<file path="src/rtl/port_mux_defs.svh">
// Constants for the pin configuration multiplexer
`ifndef PORT_MUX_DEFS_SVH
`define PORT_MUX_DEFS_SVH

// ----------------------------------------------------------------
// Geometry
// ----------------------------------------------------------------
`define PM_NPORTS 10
`define PM_NPINS 80
`define PM_PIN(p, b) ((p) * 8 + (b))

// ----------------------------------------------------------------
// Fixed pad characteristics, one bit per pin, port 9 in the top byte
// ----------------------------------------------------------------
`define PM_TTL_MASK 80'h0000_0000_0826_08CC_FFFF
`define PM_WPU_MASK 80'hFFFF_FF3F_082E_FEF3_0000
`define PM_PURE_OD_MASK 80'h0000_0000_00C0_000C_0000
`define PM_HYST_MASK 80'h0000_0030_0000_0000_0000
`define PM_RST_BIDIR 80'hFFFC_0000_0002_0000_FFFF
`define PM_RST_DATA 80'hFFFF_FFFF_FFFF_FFFF_FFFF

// ----------------------------------------------------------------
// Configuration codes {c2, c1, c0}
// ----------------------------------------------------------------
`define CODE_BIDIR 3'h0
`define CODE_IN_CMOS 3'h1
`define CODE_AF_IN 3'h5
`define CODE_AF_PP 3'h3
`define CODE_SPECIAL 3'h7
`define PORT_ADDR 4'h1
`define PORT_ADC 4'h7

// ----------------------------------------------------------------
// Alternate-function pin positions
// ----------------------------------------------------------------
`define P2_0 `PM_PIN(2, 0)
`define P2_1 `PM_PIN(2, 1)
`define P2_2 `PM_PIN(2, 2)
`define P2_3 `PM_PIN(2, 3)
`define P2_4 `PM_PIN(2, 4)
`define P2_5 `PM_PIN(2, 5)
`define P2_6 `PM_PIN(2, 6)
`define P2_7 `PM_PIN(2, 7)
`define P3_1 `PM_PIN(3, 1)
`define P3_2 `PM_PIN(3, 2)
`define P3_3 `PM_PIN(3, 3)
`define P3_4 `PM_PIN(3, 4)
`define P3_5 `PM_PIN(3, 5)
`define P3_6 `PM_PIN(3, 6)
`define P3_7 `PM_PIN(3, 7)
`define P5_2 `PM_PIN(5, 2)
`define P5_3 `PM_PIN(5, 3)

`endif

</file>
<file path="src/rtl/port_mux_pkg.sv">
// Types shared by both ends of the pin configuration multiplexer
`default_nettype none
package port_mux_pkg;

  typedef enum logic [1:0] {SEL_C0, SEL_C1, SEL_C2, SEL_DATA} cfg_sel_t;

  typedef enum logic [1:0] {ST_IDLE, ST_C0, ST_C1, ST_C2} ctl_state_t;

  typedef struct packed {
    logic sci;
    logic spi;
    logic spi_master;
    logic mft0;
    logic mft1;
    logic eft0;
    logic wake;
  } periph_en_t;

  typedef struct packed {
    logic       serial_tx_data_out;
    logic [3:0] mft_out;
    logic       eft0_compare_a;
    logic       eft0_compare_b;
    logic       spi_miso;
    logic       spi_mosi;
    logic       spi_sck;
    logic [7:0] muxed_addr_data_line;
    logic       mem_ad_oe;
    logic [7:0] mem_addr_hi;
  } periph_drive_t;

  typedef struct packed {
    logic       serial_rx_data_in;
    logic [3:0] mft_in;
    logic       eft0_capture_a;
    logic       eft0_capture_b;
    logic       eft0_ext_clock;
    logic       spi_ss;
    logic       spi_miso;
    logic       spi_mosi;
    logic       spi_sck;
    logic       wakeup_line_zero;
    logic [7:0] muxed_addr_data_line;
  } periph_sense_t;

endpackage
`default_nettype wire

</file>
<file path="src/rtl/port_mux_if.sv">
// Connection between the pin multiplexer and its configuring side
`default_nettype none
interface port_mux_if;
  logic                      cfg_wr;
  port_mux_pkg::cfg_sel_t    cfg_sel;
  logic [3:0]                cfg_port;
  logic [7:0]                cfg_data;
  logic [3:0]                rd_port;
  logic [7:0]                rd_data;
  port_mux_pkg::periph_en_t    en;
  port_mux_pkg::periph_drive_t drv;
  port_mux_pkg::periph_sense_t sns;

  modport dev (input cfg_wr, cfg_sel, cfg_port, cfg_data, rd_port, en, drv,
               output rd_data, sns);
  modport ctl (output cfg_wr, cfg_sel, cfg_port, cfg_data, rd_port, en, drv,
               input rd_data, sns);
endinterface
`default_nettype wire

</file>
<file path="src/rtl/pin_sync.sv">
// Three-stage pin input synchroniser with agreement filter
`default_nettype none
module pin_sync #(
  parameter int W = 8
) (
  input  wire logic         clk_in,
  input  wire logic         resetn_in,
  input  wire logic [W-1:0] d_in,
  output logic      [W-1:0] q_out
);
  logic [W-1:0] s1_r;
  logic [W-1:0] s2_r;
  logic [W-1:0] s3_r;
  logic [W-1:0] q_r;
  wire  logic [W-1:0] agree = ~(s2_r ^ s3_r);

  // Idle high so pulled-up pins do not show a false low after reset
  always_ff @(posedge clk_in or negedge resetn_in) begin
    if (!resetn_in) begin
      s1_r <= '1;
      s2_r <= '1;
      s3_r <= '1;
      q_r  <= '1;
    end else begin
      s1_r <= d_in;
      s2_r <= s1_r;
      s3_r <= s2_r;
      q_r  <= (agree & s3_r) | (~agree & q_r);
    end
  end

  assign q_out = q_r;
endmodule
`default_nettype wire

</file>
<file path="src/rtl/pin_mux_dev.sv">
// Port pin configuration and alternate-function multiplexer
`include "port_mux_defs.svh"
`default_nettype none
module pin_mux_dev (
  input  wire logic                   clk_in,
  input  wire logic                   resetn_in,
  port_mux_if.dev                     bus,
  input  wire logic [`PM_NPINS-1:0]   pin_in_in,
  output logic      [`PM_NPINS-1:0]   pin_val_out,
  output logic      [`PM_NPINS-1:0]   pin_oe_out,
  output logic      [`PM_NPINS-1:0]   pin_pullup_out,
  output logic      [`PM_NPINS-1:0]   pin_ttl_out,
  output logic      [`PM_NPINS-1:0]   pin_schmitt_out,
  output logic      [`PM_NPINS-1:0]   pin_hyst_out,
  output logic      [7:0]             adc_channel_input_out
);
  localparam int NP = `PM_NPINS;
  localparam int NPORTS = `PM_NPORTS;

  // ----------------------------------------------------------------
  // Configuration and data registers
  // ----------------------------------------------------------------
  logic [NPORTS-1:0][7:0] c0_r;
  logic [NPORTS-1:0][7:0] c1_r;
  logic [NPORTS-1:0][7:0] c2_r;
  logic [NPORTS-1:0][7:0] dr_r;
  wire  logic wr_ok = bus.cfg_wr && (bus.cfg_port < 4'(NPORTS));

  always_ff @(posedge clk_in or negedge resetn_in) begin
    if (!resetn_in) begin
      c0_r <= ~`PM_RST_BIDIR;
      c1_r <= '0;
      c2_r <= '0;
      dr_r <= `PM_RST_DATA;
    end else if (wr_ok) begin
      case (bus.cfg_sel)
        port_mux_pkg::SEL_C0: c0_r[bus.cfg_port] <= bus.cfg_data;
        port_mux_pkg::SEL_C1: c1_r[bus.cfg_port] <= bus.cfg_data;
        port_mux_pkg::SEL_C2: c2_r[bus.cfg_port] <= bus.cfg_data;
        default:              dr_r[bus.cfg_port] <= bus.cfg_data;
      endcase
    end
  end

  wire logic [NP-1:0] c0_f = c0_r;
  wire logic [NP-1:0] c1_f = c1_r;
  wire logic [NP-1:0] c2_f = c2_r;
  wire logic [NP-1:0] dr_f = dr_r;

  // ----------------------------------------------------------------
  // Pin input synchronisation
  // ----------------------------------------------------------------
  logic [NP-1:0] in_s;

  pin_sync #(.W(NP)) u_sync (
    .clk_in    (clk_in),
    .resetn_in (resetn_in),
    .d_in      (pin_in_in),
    .q_out     (in_s)
  );

  // ----------------------------------------------------------------
  // Alternate-function drive map
  // ----------------------------------------------------------------
  logic [NP-1:0] alt_val;
  logic [NP-1:0] alt_en;
  port_mux_pkg::periph_en_t    en;
  port_mux_pkg::periph_drive_t drv;
  assign en  = bus.en;
  assign drv = bus.drv;

  always_comb begin
    alt_val = '0;
    alt_en  = '0;
    alt_val[7:0]    = drv.muxed_addr_data_line;
    alt_en[7:0]     = {8{drv.mem_ad_oe}};
    alt_val[15:8]   = drv.mem_addr_hi;
    alt_en[15:8]    = '1;
    alt_val[`P5_3]  = drv.serial_tx_data_out;
    alt_en[`P5_3]   = en.sci;
    alt_val[`P2_2]  = drv.mft_out[0];
    alt_en[`P2_2]   = en.mft0;
    alt_val[`P2_3]  = drv.mft_out[1];
    alt_en[`P2_3]   = en.mft0;
    alt_val[`P2_6]  = drv.mft_out[2];
    alt_en[`P2_6]   = en.mft1;
    alt_val[`P2_7]  = drv.mft_out[3];
    alt_en[`P2_7]   = en.mft1;
    alt_val[`P3_2]  = drv.eft0_compare_a;
    alt_en[`P3_2]   = en.eft0;
    alt_val[`P3_3]  = drv.eft0_compare_b;
    alt_en[`P3_3]   = en.eft0;
    alt_val[`P3_5]  = drv.spi_miso;
    alt_en[`P3_5]   = en.spi & ~en.spi_master;
    alt_val[`P3_6]  = drv.spi_mosi;
    alt_en[`P3_6]   = en.spi & en.spi_master;
    alt_val[`P3_7]  = drv.spi_sck;
    alt_en[`P3_7]   = en.spi & en.spi_master;
  end

  // ----------------------------------------------------------------
  // Per-pin decode
  // ----------------------------------------------------------------
  logic [NP-1:0] val_n;
  logic [NP-1:0] oe_n;
  logic [NP-1:0] pu_n;
  logic [NP-1:0] ttl_n;
  logic [NP-1:0] smt_n;
  logic [NP-1:0] ana_n;
  wire  logic [NP-1:0] ttl_m  = `PM_TTL_MASK;
  wire  logic [NP-1:0] wpu_m  = `PM_WPU_MASK;
  wire  logic [NP-1:0] pod_m  = `PM_PURE_OD_MASK;

  genvar gi;
  generate
    for (gi = 0; gi < NP; gi++) begin : g_pin
      localparam logic [3:0] PORT = 4'(gi / 8);
      wire logic [2:0] code = {c2_f[gi], c1_f[gi], c0_f[gi]};
      wire logic special = (code == `CODE_SPECIAL);
      wire logic mem     = special && (PORT <= `PORT_ADDR);
      wire logic ana     = special && (PORT == `PORT_ADC);
      wire logic af      = code[1] & code[0] & ~ana;
      wire logic bid     = (code[1:0] == 2'h0);
      wire logic gpo     = (code[1:0] == 2'h2);
      wire logic inp     = (code[1:0] == 2'h1);
      wire logic val     = af ? alt_val[gi] : dr_f[gi];
      wire logic want    = af ? alt_en[gi] : (gpo | bid);
      wire logic pp_sel  = (af & (~code[2] | mem)) | (gpo & ~code[2]);
      // Without the upper transistor the pad can only pull low
      wire logic pp      = pp_sel & ~pod_m[gi];
      assign val_n[gi] = val;
      assign oe_n[gi]  = want & (pp | ~val);
      assign pu_n[gi]  = bid & wpu_m[gi] & ~pod_m[gi];
      assign ttl_n[gi] = ttl_m[gi] & code[2] & inp;
      assign smt_n[gi] = ~ttl_m[gi] & ~ana;
      assign ana_n[gi] = ana;
    end
  endgenerate

  // ----------------------------------------------------------------
  // Peripheral inputs, connected by enable alone (SPI SCK also needs slave mode); the address/data lines are always connected
  // ----------------------------------------------------------------
  wire logic [NP-1:0] in_dig = in_s & ~ana_n;
  port_mux_pkg::periph_sense_t sns_n;

  always_comb begin
    sns_n = '0;
    sns_n.serial_rx_data_in = en.sci ? in_dig[`P5_2] : 1'b1;
    sns_n.mft_in = {in_dig[`P2_5], in_dig[`P2_4], in_dig[`P2_1], in_dig[`P2_0]}
                 & {{2{en.mft1}}, {2{en.mft0}}};
    sns_n.eft0_capture_b = en.eft0 & in_dig[`P3_1];
    sns_n.eft0_capture_a = en.eft0 & in_dig[`P3_2];
    sns_n.eft0_ext_clock = en.eft0 & in_dig[`P3_4];
    sns_n.spi_ss   = en.spi ? in_dig[`P3_4] : 1'b1;
    sns_n.spi_miso = en.spi & in_dig[`P3_5];
    sns_n.spi_mosi = en.spi & in_dig[`P3_6];
    sns_n.spi_sck  = en.spi & ~en.spi_master & in_dig[`P3_7];
    sns_n.wakeup_line_zero = en.wake & in_dig[`P3_7];
    sns_n.muxed_addr_data_line = in_dig[7:0];
  end

  function automatic logic [7:0] port_byte(input logic [NP-1:0] v, input logic [3:0] p);
    port_byte = (p < 4'(NPORTS)) ? v[p * 8 +: 8] : 8'h00;
  endfunction

  // ----------------------------------------------------------------
  // Output registers
  // ----------------------------------------------------------------
  logic [NP-1:0] val_r;
  logic [NP-1:0] oe_r;
  logic [NP-1:0] pu_r;
  logic [NP-1:0] ttl_r;
  logic [NP-1:0] smt_r;
  logic [NP-1:0] hyst_r;
  logic [7:0]    adc_r;
  logic [7:0]    rd_r;
  port_mux_pkg::periph_sense_t sns_r;

  always_ff @(posedge clk_in or negedge resetn_in) begin
    if (!resetn_in) begin
      val_r  <= '1;
      oe_r   <= '0;
      pu_r   <= '0;
      ttl_r  <= '0;
      smt_r  <= '0;
      hyst_r <= '0;
      adc_r  <= '0;
      rd_r   <= '0;
      sns_r  <= '0;
    end else begin
      val_r  <= val_n;
      oe_r   <= oe_n;
      pu_r   <= pu_n;
      ttl_r  <= ttl_n;
      smt_r  <= smt_n;
      hyst_r <= `PM_HYST_MASK;
      adc_r  <= port_byte(ana_n, `PORT_ADC);
      rd_r   <= port_byte(in_dig, bus.rd_port);
      sns_r  <= sns_n;
    end
  end

  assign pin_val_out           = val_r;
  assign pin_oe_out            = oe_r;
  assign pin_pullup_out        = pu_r;
  assign pin_ttl_out           = ttl_r;
  assign pin_schmitt_out       = smt_r;
  assign pin_hyst_out          = hyst_r;
  assign adc_channel_input_out = adc_r;
  assign bus.rd_data           = rd_r;
  assign bus.sns               = sns_r;
endmodule
`default_nettype wire

</file>
<file path="src/flat_wrapper.sv">
// flat-port wrapper written by rule: the top's interface ports become plain ports
module pin_mux_dev_flat 
  (clk_in, resetn_in, pin_in_in, pin_val_out, pin_oe_out, pin_pullup_out, pin_ttl_out, pin_schmitt_out, pin_hyst_out, adc_channel_input_out, bus_cfg_wr, bus_cfg_sel, bus_cfg_port, bus_cfg_data, bus_rd_port, bus_en, bus_drv, bus_rd_data, bus_sns);
  port_mux_if bus_i ();
  input  wire logic clk_in;
  input  wire logic resetn_in;
  input  wire logic [`PM_NPINS-1:0] pin_in_in;
  output logic      [`PM_NPINS-1:0] pin_val_out;
  output logic      [`PM_NPINS-1:0] pin_oe_out;
  output logic      [`PM_NPINS-1:0] pin_pullup_out;
  output logic      [`PM_NPINS-1:0] pin_ttl_out;
  output logic      [`PM_NPINS-1:0] pin_schmitt_out;
  output logic      [`PM_NPINS-1:0] pin_hyst_out;
  output logic      [7:0] adc_channel_input_out;
  input wire logic [$bits(bus_i.cfg_wr)-1:0] bus_cfg_wr;
  input wire logic [$bits(bus_i.cfg_sel)-1:0] bus_cfg_sel;
  input wire logic [$bits(bus_i.cfg_port)-1:0] bus_cfg_port;
  input wire logic [$bits(bus_i.cfg_data)-1:0] bus_cfg_data;
  input wire logic [$bits(bus_i.rd_port)-1:0] bus_rd_port;
  input wire logic [$bits(bus_i.en)-1:0] bus_en;
  input wire logic [$bits(bus_i.drv)-1:0] bus_drv;
  output wire logic [$bits(bus_i.rd_data)-1:0] bus_rd_data;
  output wire logic [$bits(bus_i.sns)-1:0] bus_sns;
  assign bus_i.cfg_wr = bus_cfg_wr;
  assign bus_i.cfg_sel = bus_cfg_sel;
  assign bus_i.cfg_port = bus_cfg_port;
  assign bus_i.cfg_data = bus_cfg_data;
  assign bus_i.rd_port = bus_rd_port;
  assign bus_i.en = bus_en;
  assign bus_i.drv = bus_drv;
  assign bus_rd_data = bus_i.rd_data;
  assign bus_sns = bus_i.sns;
  pin_mux_dev u_core (.clk_in(clk_in), .resetn_in(resetn_in), .bus(bus_i), .pin_in_in(pin_in_in), .pin_val_out(pin_val_out), .pin_oe_out(pin_oe_out), .pin_pullup_out(pin_pullup_out), .pin_ttl_out(pin_ttl_out), .pin_schmitt_out(pin_schmitt_out), .pin_hyst_out(pin_hyst_out), .adc_channel_input_out(adc_channel_input_out));
endmodule
</file>
<file path="config.mk">
export PLATFORM = sky130hd
export DESIGN_NAME = pin_mux_dev_flat
export DESIGN_NICKNAME = d
export VERILOG_FILES = /design/src/rtl/port_mux_pkg.sv /design/src/rtl/port_mux_if.sv /design/src/rtl/pin_sync.sv /design/src/rtl/pin_mux_dev.sv /design/src/flat_wrapper.sv
export VERILOG_INCLUDE_DIRS = /design/src /design/src/rtl
export SDC_FILE = /design/constraint.sdc
export NUM_CORES = 1
export LEC_CHECK = 0
export ABC_CLOCK_PERIOD_IN_PS = 1690
export BUFFER_PORTS_ARGS = -buffer_cell sky130_fd_sc_hd__clkbuf_2
export CORE_ASPECT_RATIO = 0.7
export CORE_UTILIZATION = 35
export DETAILED_ROUTE_END_ITERATION = 10
export GPL_TIMING_DRIVEN = 0
export PLACE_DENSITY = 0.61
export SYNTH_ARGS = -nofsm -noshare
export SYNTH_HDL_FRONTEND = slang
export SYNTH_SLANG_ARGS = --single-unit
</file>
<file path="constraint.sdc">
create_clock -name clk_in -period 1.69 [get_ports clk_in]
set_clock_uncertainty 0.05 [all_clocks]
set_input_delay 0.0845 -clock clk_in [delete_from_list [all_inputs] [get_ports clk_in]]
set_output_delay 0.0845 -clock clk_in [all_outputs]
set_load 0.05 [all_outputs]
</file>
Word-level counts from Yosys, hierarchy flattened
Index checks and enable logic that the tools add are counted.
{"block": "totals", "mem_bits_rw": 0, "latchBits": 0, "input_bits": 135, "rom_bits": 0, "mem_count": 0, "word_cells": 1233, "out_inout_bits": 517, "reg_bits": 951}
{"block": "op_classes", "order_cmp": 4, "n_eq_ne": 131, "reduce_logical": 88, "add_sub_neg": 0, "bitwise_logic": 777, "mux": 169, "mul": 0, "div_mod_pow": 0, "n_shift": 1}
{"operator": "$and A1 B1 Y1", "count": 354}
{"operator": "$bwmux W80", "count": 4}
{"operator": "$or A1 B1 Y1", "count": 248}
{"operator": "$and A80 B80 Y80", "count": 3}
{"operator": "$not A1 Y1", "count": 166}
{"operator": "$eq A2 B2 Y1 const B", "count": 81}
{"operator": "$logic_not A2 Y1", "count": 81}
{"operator": "$mux W1", "count": 162}
{"operator": "$not A80 Y80", "count": 2}
{"operator": "$not A64 Y80", "count": 1}
{"operator": "$or A80 B80 Y80", "count": 1}
{"operator": "$shiftx A80 B8 Y8", "count": 1}
{"operator": "$xor A80 B80 Y80", "count": 1}
{"operator": "$eq A3 B3 Y1 const B", "count": 24}
{"operator": "$eq A2 B1 Y1 const B", "count": 26}
{"operator": "$demux W8 S4", "count": 1}
{"operator": "$mux W8", "count": 2}
{"operator": "$lt A4 B4 Y1 const B", "count": 2}
{"operator": "$reduce_and A2 Y1", "count": 4}
{"operator": "$lt A4 B5 Y1 const B", "count": 1}
{"operator": "$and A4 B4 Y4", "count": 1}
{"operator": "$ge A4 B1 Y1 const B", "count": 1}
{"operator": "$reduce_or A3 Y1", "count": 1}
{"operator": "$logic_and A1 B1 Y1", "count": 2}

Depth between registers and ports, before layout
Gate-level depths: netlist of run 1.
{"block": "depth", "word_depth": 7, "mapped_depth": 6, "depth_no_buf": 4}

By module
Synthesis of run 1 repeated with hierarchy kept, for this count alone.
{"block": "unflattened", "hier_cells": 2173, "area_unflattened_um2": 33852.5}
{"mod": "pin_mux_dev", "cells_per_inst": 1773, "n_inst": 1, "seq_area_each_um2": 15200.8, "area_per_inst_um2": 24543.5}
{"mod": "pin_sync", "cells_per_inst": 400, "n_inst": 1, "seq_area_each_um2": 8408.1, "area_per_inst_um2": 9308.9}

Least setup slack after synthesis of run 1
No wires, ideal clock.
{"block": "synth_timing", "path_type": "register to output", "start": "register u_core.pin_schmitt_out[55] (netlist name)", "end": "output port pin_hyst_out[53]", "path_buffers": 1, "arrival_time_ns": 1.682, "t_required_ns": 1.556, "setup_slack_ns": -0.126, "path_stages_with_launch": 2, "cell_sequence": "dfrtp_1 -> buf_4"}
{"element": "to (decl)", "line": "flat_wrapper.sv:13", "text": "output logic [`PM_NPINS-1:0] pin_hyst_out;"}

==> flow_summary.yaml, run 1 <==
floorplan:
  dieArea_um2: 97000
  boundaryPins: 652
  die_width_um: 372
  start_util_pct: 35.5
  coreArea_um2: 94400
  rows: 94
  die_h_um: 261
setup_path:
  r2r_slack_ps: 80
  cp_cell_sequence: "buf_6, buf_4, clkbuf_8"
  rr_worst_depth: 4
  path_depth: 3
  crit_type: "flop to primary output"
  crit_slowest_cell: "dfrtp_4"
  cp_max_fo: 13
  arrival_ps: 1650
  critPathLaunchType: "flop"
  slowest_delay_ps: 510
  cp_top_family: "flip-flops"
  crit_required_ps: 1560
  cp-end-kind: "primary output"
  cp_num_buf_inv: 3
yosys:
  syn_area_um2: 33500
  synth-async-reset-ratio_pct: 100
  ys.flop_type: "dfstp_2"
  avgSynthCellArea_um2: 15.4
  synth.distinct_cells: 36
  yosys_register_bits: 917
  yosysWarnings: 0
  yosysSeqAreaShare_pct: 70.5
  synth-edff-count: 0
  synth_cells: 2179
power:
  p_leak_nw: 19.8
  p_int_mw: 39.6
  peakVddDrop_mv: 0.759
  swShare_pct: 29.6
  comb_power_share_pct: 16.5
  power_density_nw_per_um2: 1270
  clkPwrFrac_pct: 37.2
  total_power_mw: 56.2
  power_switching_mw: 16.6
  p_seq_share_pct: 46.3
clock_network:
  clk_pin_slew_worst_paths_ps: 60
  cts_sinks: 917
  htree_levels: 3
  ctsLongestPathBuffers: 3
  clock_latency_ps: 680
  cts_hold_buffers: 198
  cts_root_buffer: "clkbuf_16"
  numCtsBuffers: 90
  cts_tree: "done"
final_layout:
  post-route-util_pct: 46.8
  layout_common_cells: "529 x dfstp_2, 393 x clkbuf_2, 387 x dfrtp_1"
  drive_above_1_share_pct: 56.5
  multi_input_area_um2: 8550
  final_cells: 4453
  fin_nets: 3260
  area_growth_pct: 31.8
  seq_area_um2: 23600
  nFillCells: 8309
  mostFrequentLayoutCell: "dfstp_2"
placement:
  numPortBuffers: 452
  dp_cells: 4078
  globalplace.congestion: 0.772
  pre_cts_slack_ps: -993
  place_hpwl_um: 59800
sta:
  slew_headroom_pct: 5.34
  finalMaxSlewViolations: 0
  fin_ws_ps: -98.4
  fin_hold_ws_ps: -653
  post-route-min-period_ps: 1790
  setup_viol: 56
  worst_pin_slew_ps: 1420
  fin_crit_sh_pct: 106
  rsz0062_at_grt: "true"
  fmax_mhz: 559
  hold_viol_final: 164
route:
  vias_per_cell: 4.39
  wirelength_um: 91800
  drt_iter0_drc: 1138
  remaining_drc_errors: 0
  dr.pass1.iters: 5
  detail-route-antenna-nets: 0
  vias: 19500
  wl_per_cell_um: 20.6
global_route:
  grt_antenna_before_repair: 16
  grt_max_degree: 116
  grt_pass1_vias: 19500
  track_usage_pct: 18.7
  overflow: 0
  grt_pass1_wl_um: 131000
status:
  outcome: "complete, but fails checks"
  violations: "hold timing, setup timing"
flow_run:
  cap_violations: 0
min_path:
  hp-class: "input pin to async pin"
power by group through the flow:
stage | clock (mW) | sequential, mW | combinational (mW)
floorplan | 0 | 28.9 | 3.31
global placement | 0 | 26.3 | 8.53
global route | 22.4 | 26.3 | 9.80
CTS | 21.5 | 26.0 | 9.30
finish | 20.9 | 26.0 | 9.29
detailed placement | 0 | 26.4 | 8.74
synthesized netlist by cell type, types with 2 or more instances:
master      n  area [um^2]
clkbuf_1   39          146
o21a_1      8         60.1
o22ai_1     8         50.1
nand2_1    55          206
nor2_2     31          194
dfstp_2   529        13900
conb_1      2         7.51
and3b_1     7         61.3
nor2_1     61          229
o31a_1      8         70.1
nor2b_1     4         25.0
mux2_2    352         3960
nand2b_1   75          469
nand4b_1    2         17.5
mux2i_1    24          240
nand3_1    18         90.1
and2_1     10         62.6
a31oi_1     8         50.1
inv_1      26         97.6
o21ai_0    48          240
buf_4     240         1800
a31o_2      7         61.3
buf_2       8         40.0
dfrtp_1   388         9710
buf_1       2         7.51
o211ai_1    4         30.0
nand3_2     8         80.1
a21boi_0   46          345
maj3_1     80          801
nor3b_1     8         60.1
a41o_1      3         30.0
a21oi_1    64          320
and3_1      3         18.8
registers in the layout (all words and copies together), names as in the netlist, named ones only:
name and count:
u_core.c0_f 80, u_core.c1_f 80, u_core.dr_f 80, u_core.pin_oe_out 80, u_core.pin_val_out 80, u_core.u_sync.s1_r 80, u_core.u_sync.s2_r 80, u_core.u_sync.s3_r 80
u_core.c2_f 78, u_core.pin_pullup_out 48, u_core.pin_ttl_out 25, u_core.bus.sns 21, u_core.pin_schmitt_out 9, u_core.adc_channel_input_out 8, u_core.bus.rd_data 8
worst paths after layout:
path	startpoint	end
max reg2reg	u_core.c0_f[56]$_DFFE_PN1P_	u_core.bus.rd_data[0]$_DFF_PN0_
max	u_core.pin_schmitt_out[55]$_DFF_PN0_	pin_schmitt_out[50]
min	resetn_in	u_core.pin_pullup_out[37]$_DFF_PN0_
min in group clk_in	bus_cfg_data[5]	u_core.c0_f[61]$_DFFE_PN1P_
min reg2reg	u_core.u_sync.s1_r[1]$_DFF_PN1_	u_core.u_sync.s2_r[1]$_DFF_PN1_
max in group asynchronous	resetn_in	u_core.u_sync.s3_r[52]$_DFF_PN1_
layer usage:
layer,vias to the layer above,global-route usage (%),routed length (um)
met2,553,28.6,42500
li1,8895,-,-
met1,9979,25.9,40600
met5,-,0,27
met3,118,5.73,7030
met4,4,4.79,1690
worst reg2reg max path: cells and delay by family (launching register included):
family | cells | cell delay, ps
AOI/OAI and AO/OA | 2 | 450
and+or+nand+nor | 2 | 420
DFF | 1 | 570
area by class of cell:
type | instances | area share [%]
timing repair buffer | 665 | 11.7
clock buffer | 123 | 5.79
clock inverter | 45 | 1.27
multi-input combinational | 1136 | 19.4
inverter | 26 | 0.221
tap | 1248 | 3.53
antenna | 4 | 0.0227
sequential | 917 | 53.4
buffer | 289 | 4.64
metrics by stage:
| stage | hold WS (ps) | TNS, ps | cell area [um^2] |
|---|---|---|---|
| CTS | -678 | -7350 | 44000 |
| floorplan | -261 | 0 | 34200 |
| global placement | 122 | - | 38000 |
| detailed placement | 59.4 | -355520 | 38300 |
| finish | -653 | -4060 | 44200 |
| global route | -652 | -8140 | 44200 |
cell families after synthesis:
family | count (synthesis) | synth area share (%)
DFF | 917 | 70.5
buffers and inverters | 315 | 6.25
muxes | 376 | 12.5
adders and majority gates | 80 | 2.39
other | 2 | 0.0224
and+or+nand+nor | 284 | 4.56
AOI/OAI and AO/OA | 205 | 3.78
what timing repair did:
action / 4_1_cts / 5_1_grt
setup buffers: 3 / 0
gates resized for setup: 127 / 52
setup endpoints to repair: 183 / 177
endpoints found under the hold margin: 314 / 164
cloned: 1 / 1
(Power assumes the default switching activity.)
==> run 2: changes to the inputs <==
--- a/config.mk
+++ b/config.mk
@@ -6,13 +6,14 @@
 export SDC_FILE = /design/constraint.sdc
 export NUM_CORES = 1
 export LEC_CHECK = 0
-export ABC_CLOCK_PERIOD_IN_PS = 1690
-export BUFFER_PORTS_ARGS = -buffer_cell sky130_fd_sc_hd__clkbuf_2
+export ABC_CLOCK_PERIOD_IN_PS = 2300
 export CORE_ASPECT_RATIO = 0.7
 export CORE_UTILIZATION = 35
 export DETAILED_ROUTE_END_ITERATION = 10
+export DONT_BUFFER_PORTS = 1
 export GPL_TIMING_DRIVEN = 0
-export PLACE_DENSITY = 0.61
+export PLACE_DENSITY = 0.55
+export SKIP_LAST_GASP = 1
 export SYNTH_ARGS = -nofsm -noshare
 export SYNTH_HDL_FRONTEND = slang
 export SYNTH_SLANG_ARGS = --single-unit
==> constraint.sdc (replaced) <==
create_clock -name clk_in -period 2.3 [get_ports clk_in]
set_clock_uncertainty 0.05 [all_clocks]
set_input_delay 0.115 -clock clk_in [delete_from_list [all_inputs] [get_ports clk_in]]
set_output_delay 0.115 -clock clk_in [all_outputs]
set_load 0.05 [all_outputs]
==> run 2 against run 1 <==
Compared with the run above: the flow finishes with violations (hold timing); flip-flop and latch count unchanged; cell count decreased by 10%; power decreased by 27%; critical path depth decreased by 2; worst hold slack got worse by 290 ps; die area unchanged; global-route usage decreased by 0.28 points; routed wire length decreased by 0.64%; setup slack improved by 440 ps; sequential power decreased by 17%.
==> flow_summary.yaml, run 2 (synthesis gave the netlist of run 1 again) <==
clock_network:
  htree_levels: 3
  numCtsBuffers: 92
  cts_sinks: 917
  postCtsSetupBuffers: 0
  cts_root_buffer: "clkbuf_16"
  clk_pin_slew_worst_paths_ps: 60
  ctsLongestPathBuffers: 3
  clock_latency_ps: 710
  cts_hold_buffers: 205
  cts_tree: "done"
power:
  p_leak_nw: 17.7
  power_density_nw_per_um2: 997
  power_switching_mw: 12.1
  p_seq_share_pct: 52.2
  peakVddDrop_mv: 0.731
  swShare_pct: 29.5
  total_power_mw: 41.2
  comb_power_share_pct: 8.7
  clkPwrFrac_pct: 39.0
  p_int_mw: 29.0
global_route:
  grt_max_degree: 918
  met2_usage_pct: 30.0
  grt_pass1_vias: 18400
  overflow: 0
  busiest_layer: "met2"
  grt_antenna_before_repair: 11
  track_usage_pct: 18.4
  use_met3_pct: 4.45
  use_met1_pct: 24.3
  grt_pass1_wl_um: 128000
setup_path:
  slowest_delay_ps: 790
  crit_slowest_cell: "dfrtp_4"
  cp_num_buf_inv: 1
  path_depth: 1
  rr_worst_depth: 5
  r2r_slack_ps: 420
  crit_type: "flop to primary output"
  crit_required_ps: 2130
  rr_endpoint: "u_core.bus.rd_data[5]$_DFF_PN0_"
  cp_cell_sequence: "buf_4"
  cp_max_fo: 49
  arrival_ps: 1790
  critPathLaunchType: "flop"
  cp_top_family: "flip-flops"
  cp-end-kind: "primary output"
sta:
  worst_pin_slew_ps: 1440
  hold_viol_final: 328
  fmax_mhz: 511
  finalMaxSlewViolations: 0
  setup_viol: 0
  slew_headroom_pct: 4.03
  fin_crit_sh_pct: 85.0
  rsz0062_at_grt: "false"
  post-route-min-period_ps: 1960
  fin_hold_ws_ps: -940
route:
  remaining_drc_errors: 0
  detail-route-antenna-nets: 0
  drt_iter0_drc: 885
  vias: 18000
  wirelength_um: 91300
  wl_per_cell_um: 22.8
  dr.pass1.iters: 5
  vias_per_cell: 4.49
floorplan:
  die_width_um: 372
  boundaryPins: 652
  dieArea_um2: 97000
  rows: 94
  coreArea_um2: 94400
  die_h_um: 261
  start_util_pct: 35.5
status:
  outcome: "complete, but fails checks"
  violations: "hold timing"
min_path:
  hp-class: "input pin to async pin"
final_layout:
  mostFrequentLayoutCell: "dfstp_2"
  area_growth_pct: 23.3
  layout_common_cells: "529 x dfstp_2, 387 x dfrtp_1, 352 x mux2_2"
  drive_above_1_share_pct: 48.7
  fin_nets: 2808
  final_cells: 4006
placement:
  numPortBuffers: 0
  globalplace.congestion: 0.797
  place_hpwl_um: 57600
  dp_cells: 3617
flow_run:
  cap_violations: 0
[run 2: cell count changes in the layout (fill, tap and decap cells not counted), moves of 7 or more]
cell	previous run	this run
clkbuf_4	13	0
clkbuf_1	46	54
clkbuf_2	393	8
buf_8	33	1
buf_4	230	240
dlygate4sd3_1	198	205
buf_6	13	0
clkbuf_8	32	9
[run 2: worst max-delay path by stage]
| stage | start | to | slack, ps |
|---|---|---|---|
| after floorplan | u_core.pin_schmitt_out[55]$_DFF_PN0_ | pin_hyst_out[53] | 450 |
| after global routing | resetn_in | u_core.pin_oe_out[61]$_DFF_PN0_ | 170 |
| after detailed placement | bus_cfg_data[7] | u_core.dr_f[55]$_DFFE_PN1P_ | -90 |
| after CTS | u_core.pin_schmitt_out[55]$_DFF_PN0_ | pin_schmitt_out[24] | 50 |
| final | u_core.pin_schmitt_out[55]$_DFF_PN0_ | pin_schmitt_out[24] | 340 |
| after global placement | bus_cfg_data[6] | u_core.dr_f[6]$_DFFE_PN1P_ | -670 |
[run 2: metal layers]
metal,up-vias,wire length (um)
li1,7980,-
met1,9444,39700
met2,438,44500
met3,132,4770
met4,2,2310
met5,-,17
[run 2: metrics by stage]
step	setup TNS (ps)	utilization [%]	instance area, um^2	hold WS [ps]	setup slack [ps]
after CTS	0	43.6	41200	-955	49.4
after detailed placement	-751	37.9	35800	-198	-94.7
final	0	43.8	41300	-940	344
after global routing	0	43.7	41300	-985	172
after global placement	-7300	37.9	35800	-201	-671
after floorplan	0	-	34200	-231	453
[run 2: power by group through the flow]
stage / sequential (mW) / combinational, mW / clock, mW
final: 21.5 / 3.59 / 16.1
after global routing: 21.7 / 3.88 / 17.1
after CTS: 21.5 / 3.29 / 16.5
after detailed placement: 21.8 / 2.97 / 0
after global placement: 21.7 / 2.91 / 0
after floorplan: 21.3 / 2.43 / 0
[run 2: repair_timing]
action,CTS,global route
setup endpoints to repair,0,270
endpoints found under the hold margin,1170,325
resized for setup,0,1
[run 2: area by class of cell]
class	instances	area [um^2]
inverters	26	97.6
multi-input cells	1136	8520
clock buffers	124	2510
repair buffers	211	2200
clock inverters	49	803
flip-flops and latches	917	23600
plain buffers	289	2010
fillers	8332	53100
well taps	1248	1560
diodes	6	15.0
[run 2: worst reg2reg max path: cells and delay by family, from the launching register on]
family	cells	cell delay [ps]
multiplexers	1	150
AO/OA/AOI/OAI	3	510
flip-flops	1	540
buffers and inverters	1	570
==> run 3: changes to the inputs <==
--- a/config.mk
+++ b/config.mk
@@ -6,6 +6,7 @@
 export SDC_FILE = /design/constraint.sdc
 export NUM_CORES = 1
 export LEC_CHECK = 0
+export ABC_AREA = 1
 export ABC_CLOCK_PERIOD_IN_PS = 2300
 export CORE_ASPECT_RATIO = 0.7
 export CORE_UTILIZATION = 35
==> run 3 against run 2 <==
Compared with the run above: the flow still finishes with violations (hold timing); flip-flop and latch count stayed put; non-clock buffer count is 42 higher; die area is 0.93% lower; routed wire length is 3.6% higher; synthesized cell count is 28% higher; power is 1.8% lower; count of clock-buffer cells in the layout is 8 higher; sequential power hardly changed; critical path type is now input pin to flop.
==> flow_summary.yaml, run 3 <==
status:
  outcome: "complete, but fails checks"
  violations: "hold timing"
route:
  vias: 20600
  drt_iter0_drc: 1625
  dr.pass1.iters: 5
  vias_per_cell: 4.46
  remaining_drc_errors: 0
  detail-route-antenna-nets: 0
  wl_per_cell_um: 20.5
  wirelength_um: 94600
clock_network:
  ctsLongestPathBuffers: 3
  clock_latency_ps: 680
  cts_hold_buffers: 212
  numCtsBuffers: 90
  cts_tree: "done"
  htree_levels: 3
  cts_root_buffer: "clkbuf_16"
  cts_sinks: 917
  postCtsSetupBuffers: 0
  clk_pin_slew_worst_paths_ps: 60
global_route:
  grt_max_degree: 918
  track_usage_pct: 19.5
  overflow: 0
  grt_pass1_vias: 20100
  grt_pass1_wl_um: 137000
  grt_antenna_before_repair: 8
final_layout:
  mostFrequentLayoutCell: "dfstp_2"
  post-route-cell-area_um2: 40900
  post-route-util_pct: 43.5
  area_growth_pct: 23.1
  final_cells: 4616
  drive_above_1_share_pct: 29.0
  fin_nets: 3421
  layout_common_cells: "529 x dfstp_2, 526 x nand2_1, 387 x dfrtp_1"
yosys:
  synthTopCellsByCount: "529 x dfstp_2, 526 x nand2_1, 388 x dfrtp_1"
  synth-async-reset-ratio_pct: 100
  synth_top_cell_by_area: "dfstp_2"
  yosysMostFrequentCell: "dfstp_2"
  avgSynthCellArea_um2: 11.9
  synth.distinct_cells: 26
  synth_area_leaders: "dfstp_2 42%, dfrtp_1 29%, nand2_1 5.9%"
  synth_cells: 2788
  yosysSeqAreaShare_pct: 71.1
  synth_top_area_share_pct: 41.9
  ys.flop_type: "dfstp_2"
  synth-edff-count: 0
  yosysWarnings: 0
  syn_area_um2: 33200
  yosys_register_bits: 917
placement:
  pre_cts_slack_ps: -471
  globalplace.congestion: 0.803
  place_hpwl_um: 60200
  numPortBuffers: 0
  placed_area_um2: 35500
  dp_cells: 4225
floorplan:
  die_h_um: 260
  die_width_um: 370
  coreArea_um2: 94000
  rows: 94
  start_util_pct: 35.3
  boundaryPins: 652
  dieArea_um2: 96100
sta:
  rsz0062_at_grt: "false"
  fmax_mhz: 460
  worst_pin_slew_ps: 1390
  setup-tns-final_ps: 0
  slew_headroom_pct: 7.55
  fin_crit_sh_pct: 94.5
  hold_viol_final: 173
  finalMaxSlewViolations: 0
  post-route-min-period_ps: 2170
  setup_viol: 0
  fin_hold_ws_ps: -786
  fin_ws_ps: 127
power:
  peakVddDrop_mv: 0.641
  p_leak_nw: 17.6
  power_density_nw_per_um2: 990
  total_power_mw: 40.4
flow_run:
  cap_violations: 0
setup_path:
  crit_required_ps: 2880
  cp_max_fo: 10
  arrival_ps: 2750
  cp-end-kind: "flop"
  critPathLaunchType: "input pin"
  crit_type: "input pin to flop"
min_path:
  hp-class: "input pin to async pin"
[run 3: changes by cell type after synthesis, moves of 15 or more]
cell	delta
nand2_1	+471
mux2_2	-352
o21ai_0	+294
inv_1	+162
nand2b_1	-75
nand3_1	+58
nor2_1	+50
a21oi_1	+45
nor2_2	-27
mux2i_1	-24
buf_6	+19
a31oi_1	+16
nor3_1	+15
[run 3: timing repair]
item | 4_1_cts | 5_1_grt
gates resized for setup | 0 | 3
setup endpoints to repair | 0 | 305
hold endpoints to repair | 1246 | 173
[run 3: cells by family after synthesis]
| group | synth area share (%) |
|---|---|
| adder cells (fa/ha/maj) | 2.41 |
| other | 0.0226 |
| AO/OA/AOI/OAI | 8.58 |
| flip-flops | 71.1 |
| buffers and inverters | 9.05 |
| AND/OR/NAND/NOR | 8.82 |
[run 3: critical path, stage by stage]
cell and delay [ps]:
dlygate4sd3_1 590, buf_2 290, buf_1 470, nand2_1 160
nand3_1 130, nand3_1 170, nand3_1 160, nand2_1 50
dlygate4sd3_1 550, inv_1 50
[run 3: power breakdown]
group | switching (mW) | leakage [nW] | internal (mW)
clock | 6.63 | 1.52 | 8.68
sequential | 3.30 | 10.3 | 18.2
combinational | 2.43 | 5.79 | 1.19
[run 3: per-layer routing]
| metal | wire (um) | GRT usage, % |
|---|---|---|
| met3 | 7560 | 5.70 |
| met5 | 27 | 0 |
| met1 | 41000 | 26.9 |
| met2 | 43800 | 29.8 |
| met4 | 2120 | 5.53 |
[run 3: final timing paths]
check / start / end / slack (ps) / depth (start not counted)
max: bus_rd_port[0] / u_core.bus.rd_data[5]$_DFF_PN0_ / 130 / 10
min: resetn_in / u_core.pin_val_out[66]$_DFF_PN1_ / -790 / 0
max reg2reg: flop / u_core.bus.rd_data[5]$_DFF_PN0_ / 240 / 6
min reg2reg: u_core.u_sync.s2_r[22]$_DFF_PN1_ / u_core.u_sync.s3_r[22]$_DFF_PN1_ / 290 / 0
max in group asynchronous: resetn_in / u_core.u_sync.s1_r[21]$_DFF_PN1_ / 340 / 3
min in group clk_in: bus_drv[9] / u_core.pin_val_out[0]$_DFF_PN1_ / 50 / 3
[run 3: area by class of cell]
cell class,count,area (um^2)
clock inverter,37,502
timing repair buffer,217,2260
tap,1248,1560
inverter,189,709
sequential,917,23600
multi-input combinational,1546,7290
fill,8694,53100
clock buffer,132,2600
buffer,325,2300
antenna,5,12.5
